**src/hw/wwdt_pkg.sv**
```systemverilog
package wwdt_pkg;
  // Register byte addresses
  localparam logic [7:0] CFG_ADDR = 8'h00;
  localparam logic [7:0] CTRL_ADDR = 8'h04;
  localparam logic [7:0] STAT_ADDR = 8'h08;
  localparam logic [7:0] CNT_ADDR = 8'h0c;

  // Configuration word fields
  localparam int CFG_W = 10;
  localparam int CFG_PS_LSB = 0;
  localparam int CFG_PSA_BIT = 4;
  localparam int CFG_EN_LSB = 5;
  localparam int CFG_WINDOW_DISABLE_CFG_BIT = 7;
  localparam int CFG_SRC_LSB = 8;
  localparam logic [CFG_W-1:0] CFG_RESET = 10'h0ff;

  // Control and status bits
  localparam int CTRL_SWEN_BIT = 0;
  localparam int CTRL_CLR_BIT = 1;
  localparam int CTRL_SLEEP_BIT = 2;
  localparam int CTRL_IDLE_BIT = 3;
  localparam int STAT_TO_BIT = 0;
  localparam int STAT_IDLE_BIT = 1;
  localparam int STAT_SLEEP_BIT = 2;
  localparam int STAT_EN_BIT = 3;
  localparam int STAT_WIN_BIT = 4;

  // Enable modes and clock sources
  localparam logic [1:0] EN_ALWAYS = 2'h3;
  localparam logic [1:0] EN_SOFT = 2'h2;
  localparam logic [1:0] EN_OFF = 2'h0;
  localparam logic [1:0] SRC_LOW_POWER_RC_OSC = 2'h0;
  localparam logic [1:0] SRC_SECONDARY_OSC = 2'h1;
  localparam logic [1:0] SRC_SYST = 2'h2;

  // Prescaler shifts: 32 and 128 source edges per base period
  localparam logic [4:0] PRE_SHIFT_SHORT = 5'h05;
  localparam logic [4:0] PRE_SHIFT_LONG = 5'h07;
  localparam int CNT_W = 23;

  // Nominal timing of the low-power oscillator path
  localparam int LOW_POWER_RC_OSC_NOMINAL_HZ = 31000;
  localparam int SHORT_PERIOD_MS = 1;
  localparam int LONG_PERIOD_MS = 4;

  // Bus answers
  localparam logic [1:0] RESP_OKAY = 2'h0;
  localparam logic [1:0] RESP_SLVERR = 2'h2;

  typedef enum logic [1:0] {PWR_RUN, PWR_SLEEP, PWR_IDLE} wwdt_pwr_type;
endpackage

```
**src/hw/wwdt_tick_src.sv**
```systemverilog
`timescale 1ns/1ps
module wwdt_tick_src (
  // Clock and reset
  input wire logic aclk,
  input wire logic aresetn,
  // Source clocks
  input wire logic low_power_rc_osc_clk_pin,
  input wire logic secondary_osc_clk_pin,
  input wire logic sys_timer_tick,
  // Selection
  input wire logic [1:0] src_sel,
  input wire logic force_low_power_rc_osc,
  // One-cycle count enable
  output logic tick
);
  logic [1:0] sync1;
  logic [1:0] sync2;
  logic [1:0] prev;
  logic [1:0] next_sync1;
  logic [1:0] next_sync2;
  logic [1:0] next_prev;
  logic [1:0] rise;
  logic [1:0] eff_sel;
  logic next_tick;

  // Edge pick from the effective source; sleep forces the low-power one
  always_comb begin
    next_sync1 = {secondary_osc_clk_pin, low_power_rc_osc_clk_pin};
    next_sync2 = sync1;
    next_prev = sync2;
    rise = sync2 & ~prev;
    eff_sel = force_low_power_rc_osc ? wwdt_pkg::SRC_LOW_POWER_RC_OSC : src_sel;
    case (eff_sel)
      wwdt_pkg::SRC_LOW_POWER_RC_OSC: next_tick = rise[0];
      wwdt_pkg::SRC_SECONDARY_OSC: next_tick = rise[1];
      wwdt_pkg::SRC_SYST: next_tick = sys_timer_tick;
      default: next_tick = rise[0];
    endcase
  end

  // Two-stage synchronisers and edge history
  always_ff @(posedge aclk) begin
    if (!aresetn) begin
      sync1 <= 2'h0;
      sync2 <= 2'h0;
      prev <= 2'h0;
      tick <= 1'b0;
    end else begin
      sync1 <= next_sync1;
      sync2 <= next_sync2;
      prev <= next_prev;
      tick <= next_tick;
    end
  end
endmodule

```
**src/hw/wwdt_top.sv**
```systemverilog
`timescale 1ns/1ps
// Contract
// - Clock from low-power, secondary or timer; sleep low-power
// - Enabled watchdog also enables its clock source
// - Prescaler divides by 32 or 128
// - Base period nominally 1 ms or 4 ms
// - Postscaler ratios 1:1 up to 1:32768
// - Reset and clock switch clear all counts
// - Power-save entry clears all counts
// - Leaving sleep or idle clears all counts
// - Clear instruction resets counter and scalers
// - Time-out in sleep or idle wakes device
// - Sleep and idle flags stay until software clears
// - Time-out flag sticky until software clears
// - Windowed clear works only in last quarter
// - Early windowed clear causes watchdog reset
// - Window mode when window-disable bit is zero
// - Enable field: 11 on, 10 software, 00 off
// - Software enable starts watchdog; reset clears it
module wwdt_top (
  // Clock and reset
  input wire logic aclk,
  input wire logic aresetn,
  // AXI4-Lite write channels
  input wire logic [7:0] s_axi_awaddr,
  input wire logic s_axi_awvalid,
  output logic s_axi_awready,
  input wire logic [31:0] s_axi_wdata,
  input wire logic [3:0] s_axi_wstrb,
  input wire logic s_axi_wvalid,
  output logic s_axi_wready,
  output logic [1:0] s_axi_bresp,
  output logic s_axi_bvalid,
  input wire logic s_axi_bready,
  // AXI4-Lite read channels
  input wire logic [7:0] s_axi_araddr,
  input wire logic s_axi_arvalid,
  output logic s_axi_arready,
  output logic [31:0] s_axi_rdata,
  output logic [1:0] s_axi_rresp,
  output logic s_axi_rvalid,
  input wire logic s_axi_rready,
  // Clock sources and system events
  input wire logic low_power_rc_osc_clk_pin,
  input wire logic secondary_osc_clk_pin,
  input wire logic sys_timer_tick,
  input wire logic clk_switch_done,
  input wire logic wake_event,
  // Device side
  output logic device_reset_req,
  output logic wake_pulse,
  output logic sleep_mode,
  output logic idle_mode,
  output logic low_power_rc_osc_osc_en,
  output logic secondary_osc_osc_en
);
  localparam int CW = wwdt_pkg::CNT_W;

  // Terminal count of the whole period for given scaler settings
  function automatic logic [CW-1:0] last_count(logic [3:0] ps, logic psa);
    logic [4:0] sh;
    sh = psa ? wwdt_pkg::PRE_SHIFT_LONG : wwdt_pkg::PRE_SHIFT_SHORT;
    sh = sh + {1'b0, ps};
    return (CW'(1) << sh) - CW'(1);
  endfunction

  // Byte-lane merge for register writes
  function automatic logic [31:0] merge(logic [31:0] old, logic [31:0] d, logic [3:0] st);
    logic [31:0] m;
    m = {{8{st[3]}}, {8{st[2]}}, {8{st[1]}}, {8{st[0]}}};
    return (old & ~m) | (d & m);
  endfunction

  // State
  logic [wwdt_pkg::CFG_W-1:0] cfg, next_cfg;
  logic swen, next_swen;
  logic to_flag, next_to_flag;
  logic sleep_flag, next_sleep_flag;
  logic idle_flag, next_idle_flag;
  wwdt_pkg::wwdt_pwr_type pwr, next_pwr;
  logic [CW-1:0] count, next_count;
  logic next_reset_req, next_wake, next_low_power_rc_osc_en, next_secondary_osc_en;
  logic aw_hold, next_aw_hold, w_hold, next_w_hold;
  logic [7:0] awaddr_q, next_awaddr_q;
  logic [31:0] wdata_q, next_wdata_q;
  logic [3:0] wstrb_q, next_wstrb_q;
  logic next_bvalid, next_rvalid;
  logic [1:0] next_bresp, next_rresp;
  logic [31:0] next_rdata;
  logic tick;

  // Decoded conditions
  logic enabled, windowed, in_window, timeout, asleep;
  logic do_write, wr_ctrl, wr_stat, clr_cmd, sleep_cmd, idle_cmd, violation;
  logic [CW-1:0] last;
  logic [31:0] stat_word, cfg_word;

  wwdt_tick_src u_tick (
    .aclk(aclk),
    .aresetn(aresetn),
    .low_power_rc_osc_clk_pin(low_power_rc_osc_clk_pin),
    .secondary_osc_clk_pin(secondary_osc_clk_pin),
    .sys_timer_tick(sys_timer_tick),
    .src_sel(cfg[wwdt_pkg::CFG_SRC_LSB +: 2]),
    .force_low_power_rc_osc(pwr == wwdt_pkg::PWR_SLEEP),
    .tick(tick)
  );

  // Watchdog mode, window and command decode
  always_comb begin
    case (cfg[wwdt_pkg::CFG_EN_LSB +: 2])
      wwdt_pkg::EN_ALWAYS: enabled = 1'b1;
      wwdt_pkg::EN_SOFT: enabled = swen;
      default: enabled = 1'b0;
    endcase
    windowed = !cfg[wwdt_pkg::CFG_WINDOW_DISABLE_CFG_BIT];
    last = last_count(cfg[wwdt_pkg::CFG_PS_LSB +: 4], cfg[wwdt_pkg::CFG_PSA_BIT]);
    in_window = count >= (last - (last >> 2));
    asleep = pwr != wwdt_pkg::PWR_RUN;
    timeout = enabled && tick && (count == last);
    do_write = aw_hold && w_hold && !s_axi_bvalid;
    wr_ctrl = do_write && awaddr_q == wwdt_pkg::CTRL_ADDR && wstrb_q[0];
    wr_stat = do_write && awaddr_q == wwdt_pkg::STAT_ADDR && wstrb_q[0];
    clr_cmd = wr_ctrl && wdata_q[wwdt_pkg::CTRL_CLR_BIT] && !asleep;
    sleep_cmd = wr_ctrl && wdata_q[wwdt_pkg::CTRL_SLEEP_BIT] && !asleep;
    idle_cmd = wr_ctrl && wdata_q[wwdt_pkg::CTRL_IDLE_BIT] && !asleep && !sleep_cmd;
    violation = clr_cmd && enabled && windowed && !in_window;
  end

  // Counter, power state, flags and device-side outputs
  always_comb begin
    next_count = count;
    next_pwr = pwr;
    next_reset_req = 1'b0;
    next_wake = 1'b0;
    next_swen = swen;
    next_to_flag = to_flag;
    next_sleep_flag = sleep_flag;
    next_idle_flag = idle_flag;
    if (wr_ctrl) begin
      next_swen = wdata_q[wwdt_pkg::CTRL_SWEN_BIT];
    end
    // Software write-one clears; hardware sets below take priority
    if (wr_stat && wdata_q[wwdt_pkg::STAT_TO_BIT]) begin
      next_to_flag = 1'b0;
    end
    if (wr_stat && wdata_q[wwdt_pkg::STAT_IDLE_BIT]) begin
      next_idle_flag = 1'b0;
    end
    if (wr_stat && wdata_q[wwdt_pkg::STAT_SLEEP_BIT]) begin
      next_sleep_flag = 1'b0;
    end
    if (!enabled) begin
      next_count = '0;
    end else if (tick) begin
      next_count = count + CW'(1);
    end
    if (clk_switch_done) begin
      next_count = '0;
    end
    if (asleep) begin
      if (timeout) begin
        next_wake = 1'b1;
        next_to_flag = 1'b1;
        next_pwr = wwdt_pkg::PWR_RUN;
        next_count = '0;
      end else if (wake_event) begin
        next_pwr = wwdt_pkg::PWR_RUN;
        next_count = '0;
      end
    end else if (timeout || violation) begin
      next_reset_req = 1'b1;
      next_to_flag = 1'b1;
      next_count = '0;
    end else if (clr_cmd) begin
      next_count = '0;
    end else if (sleep_cmd || idle_cmd) begin
      next_count = '0;
      next_pwr = sleep_cmd ? wwdt_pkg::PWR_SLEEP : wwdt_pkg::PWR_IDLE;
      next_sleep_flag = next_sleep_flag | sleep_cmd;
      next_idle_flag = next_idle_flag | idle_cmd;
    end
    next_low_power_rc_osc_en = enabled && (next_pwr == wwdt_pkg::PWR_SLEEP
                   || cfg[wwdt_pkg::CFG_SRC_LSB +: 2] == wwdt_pkg::SRC_LOW_POWER_RC_OSC);
    next_secondary_osc_en = enabled && next_pwr != wwdt_pkg::PWR_SLEEP
                   && cfg[wwdt_pkg::CFG_SRC_LSB +: 2] == wwdt_pkg::SRC_SECONDARY_OSC;
  end

  // AXI4-Lite slave: capture, write, respond, read
  always_comb begin
    cfg_word = {{(32 - wwdt_pkg::CFG_W){1'b0}}, cfg};
    stat_word = '0;
    stat_word[wwdt_pkg::STAT_TO_BIT] = to_flag;
    stat_word[wwdt_pkg::STAT_IDLE_BIT] = idle_flag;
    stat_word[wwdt_pkg::STAT_SLEEP_BIT] = sleep_flag;
    stat_word[wwdt_pkg::STAT_EN_BIT] = enabled;
    stat_word[wwdt_pkg::STAT_WIN_BIT] = in_window;
    next_aw_hold = aw_hold;
    next_awaddr_q = awaddr_q;
    next_w_hold = w_hold;
    next_wdata_q = wdata_q;
    next_wstrb_q = wstrb_q;
    next_cfg = cfg;
    next_bvalid = s_axi_bvalid;
    next_bresp = s_axi_bresp;
    next_rvalid = s_axi_rvalid;
    next_rresp = s_axi_rresp;
    next_rdata = s_axi_rdata;
    if (s_axi_awvalid && s_axi_awready) begin
      next_aw_hold = 1'b1;
      next_awaddr_q = s_axi_awaddr;
    end
    if (s_axi_wvalid && s_axi_wready) begin
      next_w_hold = 1'b1;
      next_wdata_q = s_axi_wdata;
      next_wstrb_q = s_axi_wstrb;
    end
    if (s_axi_bvalid && s_axi_bready) begin
      next_bvalid = 1'b0;
    end
    if (do_write) begin
      next_aw_hold = 1'b0;
      next_w_hold = 1'b0;
      next_bvalid = 1'b1;
      next_bresp = wwdt_pkg::RESP_OKAY;
      case (awaddr_q)
        wwdt_pkg::CFG_ADDR: next_cfg = wwdt_pkg::CFG_W'(merge(cfg_word, wdata_q, wstrb_q));
        wwdt_pkg::CTRL_ADDR, wwdt_pkg::STAT_ADDR, wwdt_pkg::CNT_ADDR: next_bresp = wwdt_pkg::RESP_OKAY;
        default: next_bresp = wwdt_pkg::RESP_SLVERR;
      endcase
    end
    if (s_axi_rvalid && s_axi_rready) begin
      next_rvalid = 1'b0;
    end
    if (s_axi_arvalid && s_axi_arready) begin
      next_rvalid = 1'b1;
      next_rresp = wwdt_pkg::RESP_OKAY;
      case (s_axi_araddr)
        wwdt_pkg::CFG_ADDR: next_rdata = cfg_word;
        wwdt_pkg::CTRL_ADDR: next_rdata = {31'h0, swen};
        wwdt_pkg::STAT_ADDR: next_rdata = stat_word;
        wwdt_pkg::CNT_ADDR: next_rdata = {{(32 - CW){1'b0}}, count};
        default: begin
          next_rdata = 32'h0;
          next_rresp = wwdt_pkg::RESP_SLVERR;
        end
      endcase
    end
  end

  // Register all state; device reset clears counts and software enable
  always_ff @(posedge aclk) begin
    if (!aresetn) begin
      cfg <= wwdt_pkg::CFG_RESET;
      swen <= 1'b0;
      to_flag <= 1'b0;
      sleep_flag <= 1'b0;
      idle_flag <= 1'b0;
      pwr <= wwdt_pkg::PWR_RUN;
      count <= '0;
      device_reset_req <= 1'b0;
      wake_pulse <= 1'b0;
      sleep_mode <= 1'b0;
      idle_mode <= 1'b0;
      low_power_rc_osc_osc_en <= 1'b0;
      secondary_osc_osc_en <= 1'b0;
      aw_hold <= 1'b0;
      w_hold <= 1'b0;
      awaddr_q <= 8'h00;
      wdata_q <= 32'h0;
      wstrb_q <= 4'h0;
      s_axi_awready <= 1'b0;
      s_axi_wready <= 1'b0;
      s_axi_bvalid <= 1'b0;
      s_axi_bresp <= 2'h0;
      s_axi_arready <= 1'b0;
      s_axi_rvalid <= 1'b0;
      s_axi_rresp <= 2'h0;
      s_axi_rdata <= 32'h0;
    end else begin
      cfg <= next_cfg;
      swen <= next_swen;
      to_flag <= next_to_flag;
      sleep_flag <= next_sleep_flag;
      idle_flag <= next_idle_flag;
      pwr <= next_pwr;
      count <= next_count;
      device_reset_req <= next_reset_req;
      wake_pulse <= next_wake;
      sleep_mode <= next_pwr == wwdt_pkg::PWR_SLEEP;
      idle_mode <= next_pwr == wwdt_pkg::PWR_IDLE;
      low_power_rc_osc_osc_en <= next_low_power_rc_osc_en;
      secondary_osc_osc_en <= next_secondary_osc_en;
      aw_hold <= next_aw_hold;
      w_hold <= next_w_hold;
      awaddr_q <= next_awaddr_q;
      wdata_q <= next_wdata_q;
      wstrb_q <= next_wstrb_q;
      s_axi_awready <= !next_aw_hold && !next_bvalid;
      s_axi_wready <= !next_w_hold && !next_bvalid;
      s_axi_bvalid <= next_bvalid;
      s_axi_bresp <= next_bresp;
      s_axi_arready <= !next_rvalid && !(s_axi_arvalid && s_axi_arready);
      s_axi_rvalid <= next_rvalid;
      s_axi_rresp <= next_rresp;
      s_axi_rdata <= next_rdata;
    end
  end

  // Checks on the watchdog behaviour
  a_timeout_flag_set: assert property (@(posedge aclk) disable iff (!aresetn)
    timeout |=> to_flag) else $error("time-out did not set flag");
  a_flag_sticky: assert property (@(posedge aclk) disable iff (!aresetn)
    to_flag && !wr_stat ##1 !wr_stat |-> to_flag) else $error("time-out flag dropped");
  a_run_reset_req: assert property (@(posedge aclk) disable iff (!aresetn)
    timeout && !asleep |=> device_reset_req && !wake_pulse) else $error("no reset request");
  a_sleep_wake: assert property (@(posedge aclk) disable iff (!aresetn)
    timeout && asleep |=> wake_pulse && !device_reset_req && !sleep_mode && !idle_mode)
    else $error("no wake on sleep time-out");
  a_early_clear: assert property (@(posedge aclk) disable iff (!aresetn)
    violation |=> device_reset_req && count == '0) else $error("early clear not punished");
  a_window_clear: assert property (@(posedge aclk) disable iff (!aresetn)
    clr_cmd && in_window && !timeout && !clk_switch_done |=> count == '0 && !device_reset_req)
    else $error("window clear failed");
  a_entry_clears: assert property (@(posedge aclk) disable iff (!aresetn)
    sleep_cmd && !timeout && !violation && !clr_cmd |=> count == '0 && sleep_flag && sleep_mode)
    else $error("power-save entry wrong");
  a_switch_clears: assert property (@(posedge aclk) disable iff (!aresetn)
    clk_switch_done |=> count == '0) else $error("clock switch did not clear");
  a_off_holds: assert property (@(posedge aclk) disable iff (!aresetn)
    (cfg[wwdt_pkg::CFG_EN_LSB +: 2] == wwdt_pkg::EN_OFF)[*2] |-> count == '0 && !low_power_rc_osc_osc_en)
    else $error("disabled watchdog counting");
  a_swen_reset: assert property (@(posedge aclk)
    !aresetn |=> !swen) else $error("software enable survived reset");
  a_sleep_low_power_rc_osc: assert property (@(posedge aclk) disable iff (!aresetn)
    enabled && pwr == wwdt_pkg::PWR_SLEEP && $stable(cfg) |-> low_power_rc_osc_osc_en && !secondary_osc_osc_en)
    else $error("sleep not on low-power source");
  c_run_timeout: cover property (@(posedge aclk) disable iff (!aresetn) timeout && !asleep);
  c_sleep_wake: cover property (@(posedge aclk) disable iff (!aresetn) timeout && asleep);
  c_violation: cover property (@(posedge aclk) disable iff (!aresetn) violation);
  c_good_clear: cover property (@(posedge aclk) disable iff (!aresetn) clr_cmd && in_window);
endmodule
```
**config.mk**
```make
export PLATFORM = sky130hd
export DESIGN_NAME = wwdt_top
export DESIGN_NICKNAME = d
export VERILOG_FILES = /design/src/hw/wwdt_pkg.sv /design/src/hw/wwdt_tick_src.sv /design/src/hw/wwdt_top.sv
export SDC_FILE = /design/constraint.sdc
export NUM_CORES = 1
export LEC_CHECK = 0
export BUFFER_PORTS_ARGS = -buffer_cell sky130_fd_sc_hd__buf_2
export CAP_MARGIN = 25
export CORE_MARGIN = 4
export CORE_UTILIZATION = 57
export CTS_CLUSTER_DIAMETER = 60
export CTS_CLUSTER_SIZE = 40
export DETAILED_ROUTE_END_ITERATION = 6
export PLACE_DENSITY = 0.81
export SYNTH_ARGS = -nofsm -noshare
export SYNTH_HDL_FRONTEND = slang
export SYNTH_HIERARCHICAL = 1
export SYNTH_SLANG_ARGS = --single-unit
```
**constraint.sdc**
```tcl
create_clock -name aclk -period 6.1 [get_ports aclk]
set_input_delay 0.305 -clock aclk [delete_from_list [all_inputs] [get_ports aclk]]
set_output_delay 0.305 -clock aclk [all_outputs]
set_load 0.005 [all_outputs]
```
==> impl_metrics.env, run 1 <==
export IMPL_via_per_inst=5.85
export IMPL_core_um2=11000
export IMPL_die_x_um=115
export IMPL_final_cell_mix="dfxtp_1, nand2_1, nor2_1, buf_2, a21oi_1"
export IMPL_critical_path_arrival_ps=5160
export IMPL_setup_viol=0
export IMPL_clkSinkCount=104
export IMPL_path_buf_inv=2
export IMPL_register_area_um2=2080
export IMPL_cellLeakagePower_nw=3.08
export IMPL_drv_cap=0
export IMPL_n_fill_cell=935
export IMPL_clkTransAtPathRegs_ps=70
export IMPL_hold_viol_final=0
export IMPL_slowest_stage="or3_1"
export IMPL_post_route_period_util_pct=80.1
export IMPL_nNetsFinal=969
export IMPL_rows=38
export IMPL_cp_start_kind="flip-flop"
export IMPL_drv_slew=0
export IMPL_worst_slew_pin_slew_ps=1000
export IMPL_worstSetupPathType="reg -> reg"
export IMPL_synth_warnings=6
export IMPL_peakVddDrop_mv=0.218
export IMPL_syn_cell_area_um2=6470
export IMPL_grt_overflow_total=0
export IMPL_vias=5899
export IMPL_cts_root_buffer="clkbuf_16"
export IMPL_rsz0062_at_grt="false"
export IMPL_die_y_um=115
export IMPL_crit_fanout=30
export IMPL_dieArea_um2=13100
export IMPL_drc=0
export IMPL_setup_slack_ps=1210
export IMPL_ioPinCount=111
export IMPL_finalNonFillerCells=1009
export IMPL_synth_enable_flop_cells=0
export IMPL_slew_limit_headroom_pct=33.1
export IMPL_synth_distinct_cells=74
export IMPL_yosysSeqAreaShare_pct=32.2
export IMPL_worst_ep_required_time_ps=6370
export IMPL_drive_above_1_share_pct=13.3
export IMPL_place_congestion=0.896
export IMPL_fin_crit_ps=4890
export IMPL_crit_top_cell="ha_1"
export IMPL_cp_slowest_stage_delay_ps=400
export IMPL_dp_cells=993
export IMPL_multi_input_area_um2=4070
export IMPL_post_cts_buffers=0
export IMPL_ctsLongestPathBuffers=2
export IMPL_pre_cts_slack_ps=1320
export IMPL_cts_tree="built"
export IMPL_grt_pass1_vias=5693
export IMPL_final_area_um2=7150
export IMPL_start_util_pct=58.9
export IMPL_async_reset_ff_share_pct=0
export IMPL_worstSetupEndpointType="flip-flop"
export IMPL_antenna_found_initial=1
export IMPL_drtPass1Iterations=5
export IMPL_wl_per_cell_um=15.6
export IMPL_finClkSkew_ps=8.26
export IMPL_powerDensity_nw_per_um2=202
export IMPL_clock_latency_ps=350
export IMPL_ant_nets=0
export IMPL_final_common_cell="dfxtp_1"
export IMPL_setup_tns_final_ps=0
export IMPL_fmax_ghz=0.205
export IMPL_hold_worst_slack_ps=162
export IMPL_cts_made_buffers=9
export IMPL_areaGrowthSynthToFinish_pct=10.5
export IMPL_netlist_instances=808
export IMPL_drtIter0Drc=491
export IMPL_synth_ff_latch_count=104
export IMPL_hold_path_class="in -> reg"
export IMPL_grt_use_total_pct=24.4
export IMPL_status="completed"
export IMPL_cts_resized=0
export IMPL_avgSynthCellArea_um2=8.01
export IMPL_antenna_cells=0
export IMPL_placed_cell_area_um2=6860
export IMPL_cts_htree_levels=3
export IMPL_regToRegSetupSlack_ps=1210
export IMPL_post_dp_hpwl_um=11700
export IMPL_total_power_mw=1.45
export IMPL_cts_hold_buf=0
export IMPL_wl_um=15800
export IMPL_portBuffers=75
export IMPL_synth_flop_cell="dfxtp_1"
export IMPL_grt_start_max_net_pins=54
export IMPL_grt_pass1_wl_um=26600
export IMPL_path_cells="ha_1 > buf_4 > nor4_1 > o21ai_0 > ha_1 > or3_1 > o32ai_1 > buf_4 > o31a_1 > o311ai_2 > a21oi_1 > xor2_1 > ha_1 > nand4_1 > nor3_1 > a211oi_1 > o31ai_1 > nor2_1 > and4_1 > o21ai_0"
export IMPL_path_delay_family="compound AO/OA/AOI/OAI gates"
export IMPL_final_util_pct=65.1
## power by group
part,internal [mW],total [mW],switching [mW]
registers,0.691,0.700,0.00853
clock network,0.288,0.558,0.269
logic,0.0806,0.187,0.107
total,1.06,1.45,0.385
## synth_stat cells, drive strengths merged, types with 2 or more instances
cell / count / area share, %
and4: 4 / 0.54
mux2i: 15 / 2.3
a31oi: 5 / 0.48
a21boi: 3 / 0.35
nor2b: 9 / 0.87
a22oi: 25 / 2.9
a32oi: 2 / 0.27
a2bb2oi: 2 / 0.27
o311ai: 3 / 0.52
nand3: 17 / 1.3
clkbuf: 25 / 1.4
a211oi: 6 / 0.70
o31ai: 2 / 0.23
nor3: 24 / 1.9
nand2b: 15 / 1.4
buf: 29 / 3.0
nand3b: 10 / 1.2
or2: 5 / 0.48
or4: 3 / 0.35
o211ai: 7 / 0.81
nand4: 15 / 1.5
nor4: 6 / 0.68
o31a: 4 / 0.54
xor2: 30 / 4.1
conb: 2 / 0.12
a21o: 7 / 0.81
inv: 24 / 1.4
and2: 14 / 1.4
a22o: 4 / 0.54
nor2: 90 / 5.2
xnor2: 21 / 2.8
mux2: 2 / 0.35
o22ai: 3 / 0.29
or3: 4 / 0.39
nand2: 99 / 5.8
and3: 12 / 1.2
o21a: 9 / 1.0
o21ai: 26 / 2.0
ha: 40 / 7.7
nor3b: 5 / 0.58
o32ai: 2 / 0.39
dfxtp: 104 / 32
a21oi: 53 / 4.1
## sequential cells by signal, indices dropped and copies added, names as in the netlist, 2 cells and up, named ones only
name               count
u_tick/prev            2
wstrb_q                2
u_tick/next_sync2      2
wdata_q               10
awaddr_q               8
s_axi_rdata           23
pwr                    2
count                 23
u_tick/next_prev       2
## worst paths after layout
| kind | to | depth (start not counted) | startpoint |
|---|---|---|---|
| max | s_axi_rdata[4]$_SDFFE_PN0P_ | 20 | flip-flop |
| min | u_tick/next_sync2[1]$_SDFF_PN0_ | 2 | secondary_osc_clk_pin |
| max reg2reg | s_axi_rdata[4]$_SDFFE_PN0P_ | 20 | flip-flop |
| min reg2reg | u_tick/next_prev[1]$_SDFF_PN0_ | 1 | u_tick/next_sync2[1]$_SDFF_PN0_ |
## logic make-up after synthesis
logic type               synth area share [%]
AND/OR/NAND/NOR                          25.8
AO/OA/AOI/OAI                            18.1
flip-flops                               32.2
buffers and inverters                    5.89
XOR/XNOR                                 6.90
adder cells (fa/ha/maj)                  8.04
multiplexers                             3.01
other                                   0.116
## final cells by class
cell class | instances | share of cell area, %
Multi-Input combinational cell | 640 | 56.8
Sequential cell | 104 | 29.1
Timing Repair Buffer | 84 | 6.19
Clock buffer | 10 | 3.20
Tap cell | 140 | 2.45
Inverter | 25 | 1.31
Clock inverter | 6 | 0.892
## layer usage
metal	GRT usage, %	up-vias	wire length [µm]
met2	40.6	200	7520
met4	9.82	2	501
met1	30.5	2716	6660
li1	-	2934	-
met3	5.50	47	1080
met5	0	-	13
Power figures use the tool's default switching activity.
==> run 2: changes to the inputs <==
Settings changed: ABC_AREA set to 1, CORE_UTILIZATION 57 to 52, PLACE_DENSITY 0.81 to 0.77.
Clock period 6.1 ns to 4.3 ns, I/O delays scaled along.
==> run 2 against run 1 <==
Against the previous run:
- the flow now finishes with violations (setup timing)
- register-to-register slack lost 1500 ps
- clock skew shrank 3.8 ps
- largest cell class unchanged
- highest routed layer is now met4
- utilization grew 7.6 points
- clock power grew 49%
- power grew 65%
- first-iteration DRC count grew 71%
- die area grew 20%
- critical path depth grew 7
==> impl_metrics.env, run 2 <==
export IMPL_synth_warnings=6
export IMPL_final_util_pct=72.7
export IMPL_yosysMostFrequentCell="nand2_1"
export IMPL_cp_start_kind="flip-flop"
export IMPL_grt_pass1_wl_um=36300
export IMPL_wl_um=23200
export IMPL_cellLeakagePower_nw=4.47
export IMPL_syn_cell_area_um2=7180
export IMPL_slew_limit_headroom_pct=38.0
export IMPL_worstSetupPathType="reg -> reg"
export IMPL_total_power_mw=2.38
export IMPL_hold_worst_slack_ps=54.6
export IMPL_rsz0062_at_grt="true"
export IMPL_antenna_cells=0
export IMPL_cts_tree="built"
export IMPL_fin_crit_ps=4550
export IMPL_synth_simple_area_share_pct=34.1
export IMPL_synth_ff_latch_count=104
export IMPL_drv_slew=0
export IMPL_drtIter0Drc=838
export IMPL_worst_ep_required_time_ps=4570
export IMPL_failed_checks="setup timing"
export IMPL_async_reset_ff_share_pct=0
export IMPL_post_route_period_util_pct=106
export IMPL_slowest_stage="or3_4"
export IMPL_avgSynthCellArea_um2=6.97
export IMPL_vias=7968
export IMPL_grt_start_max_net_pins=47
export IMPL_reg_top3="count: 23 flops, s_axi_rdata: 23 flops, wdata_q: 10 flops"
export IMPL_finClkSkew_ps=4.50
export IMPL_synthTopCellsByCount="nand2_1, inv_1, nor2_1, dfxtp_1, a21oi_1"
export IMPL_final_cell_mix="nand2_1, buf_4, inv_1, dfxtp_1, nor2_1"
export IMPL_crit_top_cell="nand2_2"
export IMPL_drtPass1Iterations=7
export IMPL_portBuffers=75
export IMPL_synth_area_leaders="dfxtp_1, nand2_1, inv_1"
export IMPL_hold_path_class="in -> reg"
export IMPL_synth_xor_area_share_pct=3.05
export IMPL_core_um2=13400
export IMPL_post_dp_hpwl_um=16400
export IMPL_nNetsFinal=1350
export IMPL_ioPinCount=111
export IMPL_powerDensity_nw_per_um2=244
export IMPL_worstSetupEndpointType="flip-flop"
export IMPL_cp_slowest_stage_delay_ps=440
export IMPL_die_y_um=125
export IMPL_antenna_found_initial=0
export IMPL_rows=42
export IMPL_cts_htree_levels=3
export IMPL_dieArea_um2=15700
export IMPL_drive_above_1_share_pct=34.6
export IMPL_clkTransAtPathRegs_ps=70
export IMPL_netlist_instances=1029
export IMPL_start_util_pct=53.5
export IMPL_wl_per_cell_um=16.3
export IMPL_crit_fanout=5
export IMPL_grt_use_total_pct=28.0
export IMPL_yosysSeqAreaShare_pct=29.0
export IMPL_grt_pass1_vias=7478
export IMPL_clock_latency_ps=340
export IMPL_ant_nets=0
export IMPL_setup_viol=11
export IMPL_synth_top_area_cell="dfxtp_1"
export IMPL_synth_compound_area_share_pct=15.9
export IMPL_synth_flop_cell="dfxtp_1"
export IMPL_cts_root_buffer="clkbuf_16"
export IMPL_hold_viol_final=0
export IMPL_setup_slack_ps=-253
export IMPL_place_congestion=0.966
export IMPL_status="complete, but fails checks"
export IMPL_via_per_inst=5.59
export IMPL_synth_fa_ha_area_share_pct=7.25
export IMPL_clkSinkCount=104
export IMPL_fmax_ghz=0.220
export IMPL_drc=0
export IMPL_pre_cts_slack_ps=-366
export IMPL_grt_overflow_total=0
export IMPL_synth_top_area_share_pct=29.0
export IMPL_areaGrowthSynthToFinish_pct=35.8
export IMPL_critical_path_arrival_ps=4830
export IMPL_n_fill_cell=996
export IMPL_synth_mux_area_share_pct=0.139
export IMPL_final_common_cell="nand2_1"
export IMPL_ctsLongestPathBuffers=2
export IMPL_drv_cap=0
export IMPL_synth_top_family_by_area="simple AND/OR/NAND/NOR gates"
export IMPL_die_x_um=125
export IMPL_synth_distinct_cells=56
export IMPL_synth_enable_flop_cells=0
export IMPL_peakVddDrop_mv=0.323
export IMPL_worst_slew_pin_slew_ps=922
export IMPL_cts_made_buffers=9
[run 2: cell count changes after synthesis, moves of 12 or more]
cell / change
nand3_1: +46
nand2_1: +88
nand2_2: +15
xnor2_1: -14
nand4_1: +17
a22oi_1: -25
mux2i_1: -14
a21oi_1: +14
inv_1: +111
nand2b_1: -15
xor2_1: -12
o21ai_0: +34
nor2_1: +22
[run 2: power breakdown]
| group | switching, mW | internal [mW] |
|---|---|---|
| clock | 0.350 | 0.484 |
| sequential | 0.0149 | 0.990 |
| combinational | 0.305 | 0.235 |
[run 2: final cells by class]
cell class | count | area [µm²] | area share [%]
clock buffers | 12 | 256 | 2.63
clock inverters | 4 | 51.3 | 0.527
inverters | 143 | 546 | 5.60
multi-input cells | 760 | 5050 | 51.9
flip-flops and latches | 104 | 2080 | 21.4
well taps | 176 | 220 | 2.26
repair buffers | 227 | 1530 | 15.7
[run 2: through the flow]
step           std cells  cell area, µm²  setup TNS (ps)
4_1_cts             1420            9410            -136
6_report            1426            9740           -1860
3_5_place_dp        1375            8490           -3090
3_3_place_gp        1375            8490           -1640
5_1_grt             1426            9740           -4560
2_1_floorplan       1044            7230               0
[run 2: what timing repair did]
item,in CTS,in global routing
buffers inserted,29,6
setup endpoints to repair,11,11
gates resized for setup,90,65
pin swaps,47,24
hold buffers,0,0
[run 2: critical path, delay by kind of cell, from the launching register on]
family	cells	cell delay, ps
compound gates	8	1100
fa+ha+maj	3	730
simple gates	15	2180
buf+inv	1	140
flops	1	340
[run 2: worst paths after layout]
check                             startpoint                                  to  slack (ps)  cells after the start
max                                flip-flop  low_power_rc_osc_osc_en$_SDFF_PN0_        -250                     27
min                 low_power_rc_osc_clk_pin     u_tick/next_sync2[0]$_SDFF_PN0_          50                      3
min reg2reg  u_tick/next_sync2[0]$_SDFF_PN0_      u_tick/next_prev[0]$_SDFF_PN0_         420                      2
max reg2reg                        flip-flop  low_power_rc_osc_osc_en$_SDFF_PN0_        -250                     27
[run 2: layer usage]
layer | vias up | wire length [µm] | global-route usage (%)
met5 | - | 0 | 0
met4 | 0 | 788 | 10.5
met3 | 68 | 1800 | 4.73
met2 | 341 | 10500 | 43.6
met1 | 3706 | 10100 | 39.0
li1 | 3853 | - | -
[run 2: logic make-up after synthesis]
group | Yosys count
compound gates | 186
xor+xnor | 25
fa+ha+maj | 41
buf+inv | 180
flops | 104
mux | 1
other cells | 2
simple gates | 490
==> run 3: changes to the inputs <==
Settings changed: ABC_AREA 1 to 0, PLACE_DENSITY 0.77 to 0.78.
==> run 3 against run 2 <==
Against the previous run:
- the flow now finishes without violations
- via count down 26%
- utilization down 10 points
- final cell count down 26%
- sequential power about the same
- highest routed layer unchanged
==> impl_metrics.env, run 3 (synthesis gave the netlist of run 1 again) <==
export IMPL_cts_root_buffer="clkbuf_16"
export IMPL_cp_start_kind="flip-flop"
export IMPL_critical_path_arrival_ps=4460
export IMPL_cp_slowest_stage_delay_ps=410
export IMPL_drtPass1Iterations=5
export IMPL_clkSinkCount=104
export IMPL_worst_slew_pin_slew_ps=1030
export IMPL_ioPinCount=111
export IMPL_drv_cap=0
export IMPL_n_fill_cell=1091
export IMPL_clkTransAtPathRegs_ps=70
export IMPL_grt_pass1_vias=5622
export IMPL_final_cell_mix="dfxtp_1, nand2_1, nor2_1, buf_2, a21oi_1"
export IMPL_areaGrowthSynthToFinish_pct=16.6
export IMPL_antenna_found_initial=0
export IMPL_busiest_layer="met2"
export IMPL_gr_usage_met2_pct=39.0
export IMPL_slowest_stage="or3_4"
export IMPL_via_per_inst=5.59
export IMPL_cts_made_buffers=9
export IMPL_cellLeakagePower_nw=3.24
export IMPL_start_util_pct=53.5
export IMPL_crit_fanout=3
export IMPL_final_common_cell="dfxtp_1"
export IMPL_core_um2=12100
export IMPL_post_route_period_util_pct=97.3
export IMPL_grt_use_total_pct=22.6
export IMPL_regToRegSetupSlack_ps=120
export IMPL_reg_top3="count: 23 flops, s_axi_rdata: 23 flops, wdata_q: 10 flops"
export IMPL_slew_limit_headroom_pct=31.2
export IMPL_antenna_cells=0
export IMPL_setup_slack_ps=117
export IMPL_use_met3_pct=4.57
export IMPL_powerDensity_nw_per_um2=285
export IMPL_ant_nets=0
export IMPL_ctsLongestPathBuffers=2
export IMPL_worstSetupEndpointType="flip-flop"
export IMPL_worstReg2RegEnd="s_axi_rdata[4]$_SDFFE_PN0P_"
export IMPL_clock_latency_ps=350
export IMPL_drive_above_1_share_pct=17.8
export IMPL_pre_cts_slack_ps=-85.5
export IMPL_drtIter0Drc=493
export IMPL_grt_overflow_total=0
export IMPL_drc=0
export IMPL_hold_viol_final=0
export IMPL_cts_tree="built"
export IMPL_hold_path_class="in -> reg"
export IMPL_total_power_mw=2.15
export IMPL_wl_per_cell_um=15.3
export IMPL_worstSetupPathType="reg -> reg"
export IMPL_drv_slew=0
export IMPL_hold_depth=2
export IMPL_rr_worst_depth=19
export IMPL_setup_viol=0
export IMPL_fin_crit_ps=4180
export IMPL_path_cells="ha_4 > a21boi_2 > nor3_1 > o32a_1 > ha_1 > or3_4 > o32ai_4 > o31a_1 > o311ai_4 > a21oi_2 > xor2_1 > ha_1 > nand4_1 > nor3_1 > a211oi_1 > o31ai_2 > nor2_4 > and4_1 > o21ai_0"
export IMPL_portBuffers=75
export IMPL_grt_pass1_wl_um=26700
export IMPL_cts_htree_levels=3
export IMPL_peakVddDrop_mv=0.237
export IMPL_final_util_pct=62.3
export IMPL_nNetsFinal=993
export IMPL_use_met1_pct=28.4
export IMPL_worst_ep_required_time_ps=4580
export IMPL_grt_start_max_net_pins=53
export IMPL_fmax_ghz=0.239
export IMPL_place_congestion=0.951
export IMPL_die_x_um=120
export IMPL_post_dp_hpwl_um=12000
export IMPL_wl_um=16300
export IMPL_status="completed"
export IMPL_vias=5931
export IMPL_dieArea_um2=14300
export IMPL_hold_worst_slack_ps=66.9
export IMPL_finClkSkew_ps=10.9
export IMPL_die_y_um=120
export IMPL_hold_path_end="u_tick/next_sync2[0]$_SDFF_PN0_"
export IMPL_min_from="low_power_rc_osc_clk_pin"
export IMPL_rows=40
==> run 3: changes by cell type in the layout (fill, tap and decap cells not counted), sizes merged, moves of 14 or more <==
cell	delta
a21oi	-17
a22oi	+25
buf	-119
inv	-115
mux2i	+14
nand2	-111
nand2b	+15
nand3	-57
nand4	-18
nor2	-36
o21ai	-39
xnor2	+14
==> run 3: per-stage QoR <==
step / area (µm²) / setup TNS (ps) / std cells
floorplan: 6540 / 0 / 823
global placement: 7060 / -19.1 / 1041
detailed placement: 7060 / -127 / 1041
CTS: 7420 / 0 / 1057
global route: 7550 / -141 / 1061
finish: 7550 / 0 / 1061
==> run 3: routing by layer <==
metal	vias to the layer above	routed length, µm
li1	2986	-
met4	0	377
met1	2745	7100
met3	30	933
met5	-	0
met2	170	7850
==> run 3: worst max path at each step <==
| stage | cells after the start | end | slack, ps |
|---|---|---|---|
| 2_1_floorplan | 19 | s_axi_rdata[4]$_SDFFE_PN0P_ | 50 |
| 3_3_place_gp | 20 | s_axi_rdata[4]$_SDFFE_PN0P_ | -20 |
| 3_5_place_dp | 20 | s_axi_rdata[4]$_SDFFE_PN0P_ | -90 |
| 4_1_cts | 21 | s_axi_rdata[4]$_SDFFE_PN0P_ | 0.5 |
| 5_1_grt | 20 | s_axi_rdata[4]$_SDFFE_PN0P_ | -80 |
| 6_report | 19 | s_axi_rdata[4]$_SDFFE_PN0P_ | 120 |
==> run 3: layout make-up <==
cell class                 instances  area [µm²]  share of cell area [%]
sequential                       104        2080                    27.6
clock buffer                      10         239                    3.17
inverter                          25        93.8                    1.24
tap                              168         210                    2.79
timing repair buffer             108         634                    8.41
clock inverter                     6        85.1                    1.13
multi-input combinational        640        4200                    55.6
==> run 3: power breakdown <==
| part | internal, mW | switching, mW | leakage [nW] | total, mW |
|---|---|---|---|---|
| logic | 0.131 | 0.161 | 2.24 | 0.292 |
| registers | 0.981 | 0.0120 | 0.842 | 0.992 |
| clock network | 0.482 | 0.382 | 0.156 | 0.864 |
==> run 3: critical path, delay by kind of cell, from the launching register on <==
family                     cells  cell delay (ps)
xor gates and xnor gates       1              100
adders and majority gates      3              810
DFF                            1              340
and+or+nand+nor                6             1060
AOI/OAI and AO/OA              9             1820
==> run 3: timing repair <==
action | in CTS | in global routing
hold buffers | 0 | 0
pin swaps | 0 | 19
setup endpoints to repair | 3 | 3
gates resized for setup | 6 | 21
setup buffers | 0 | 4
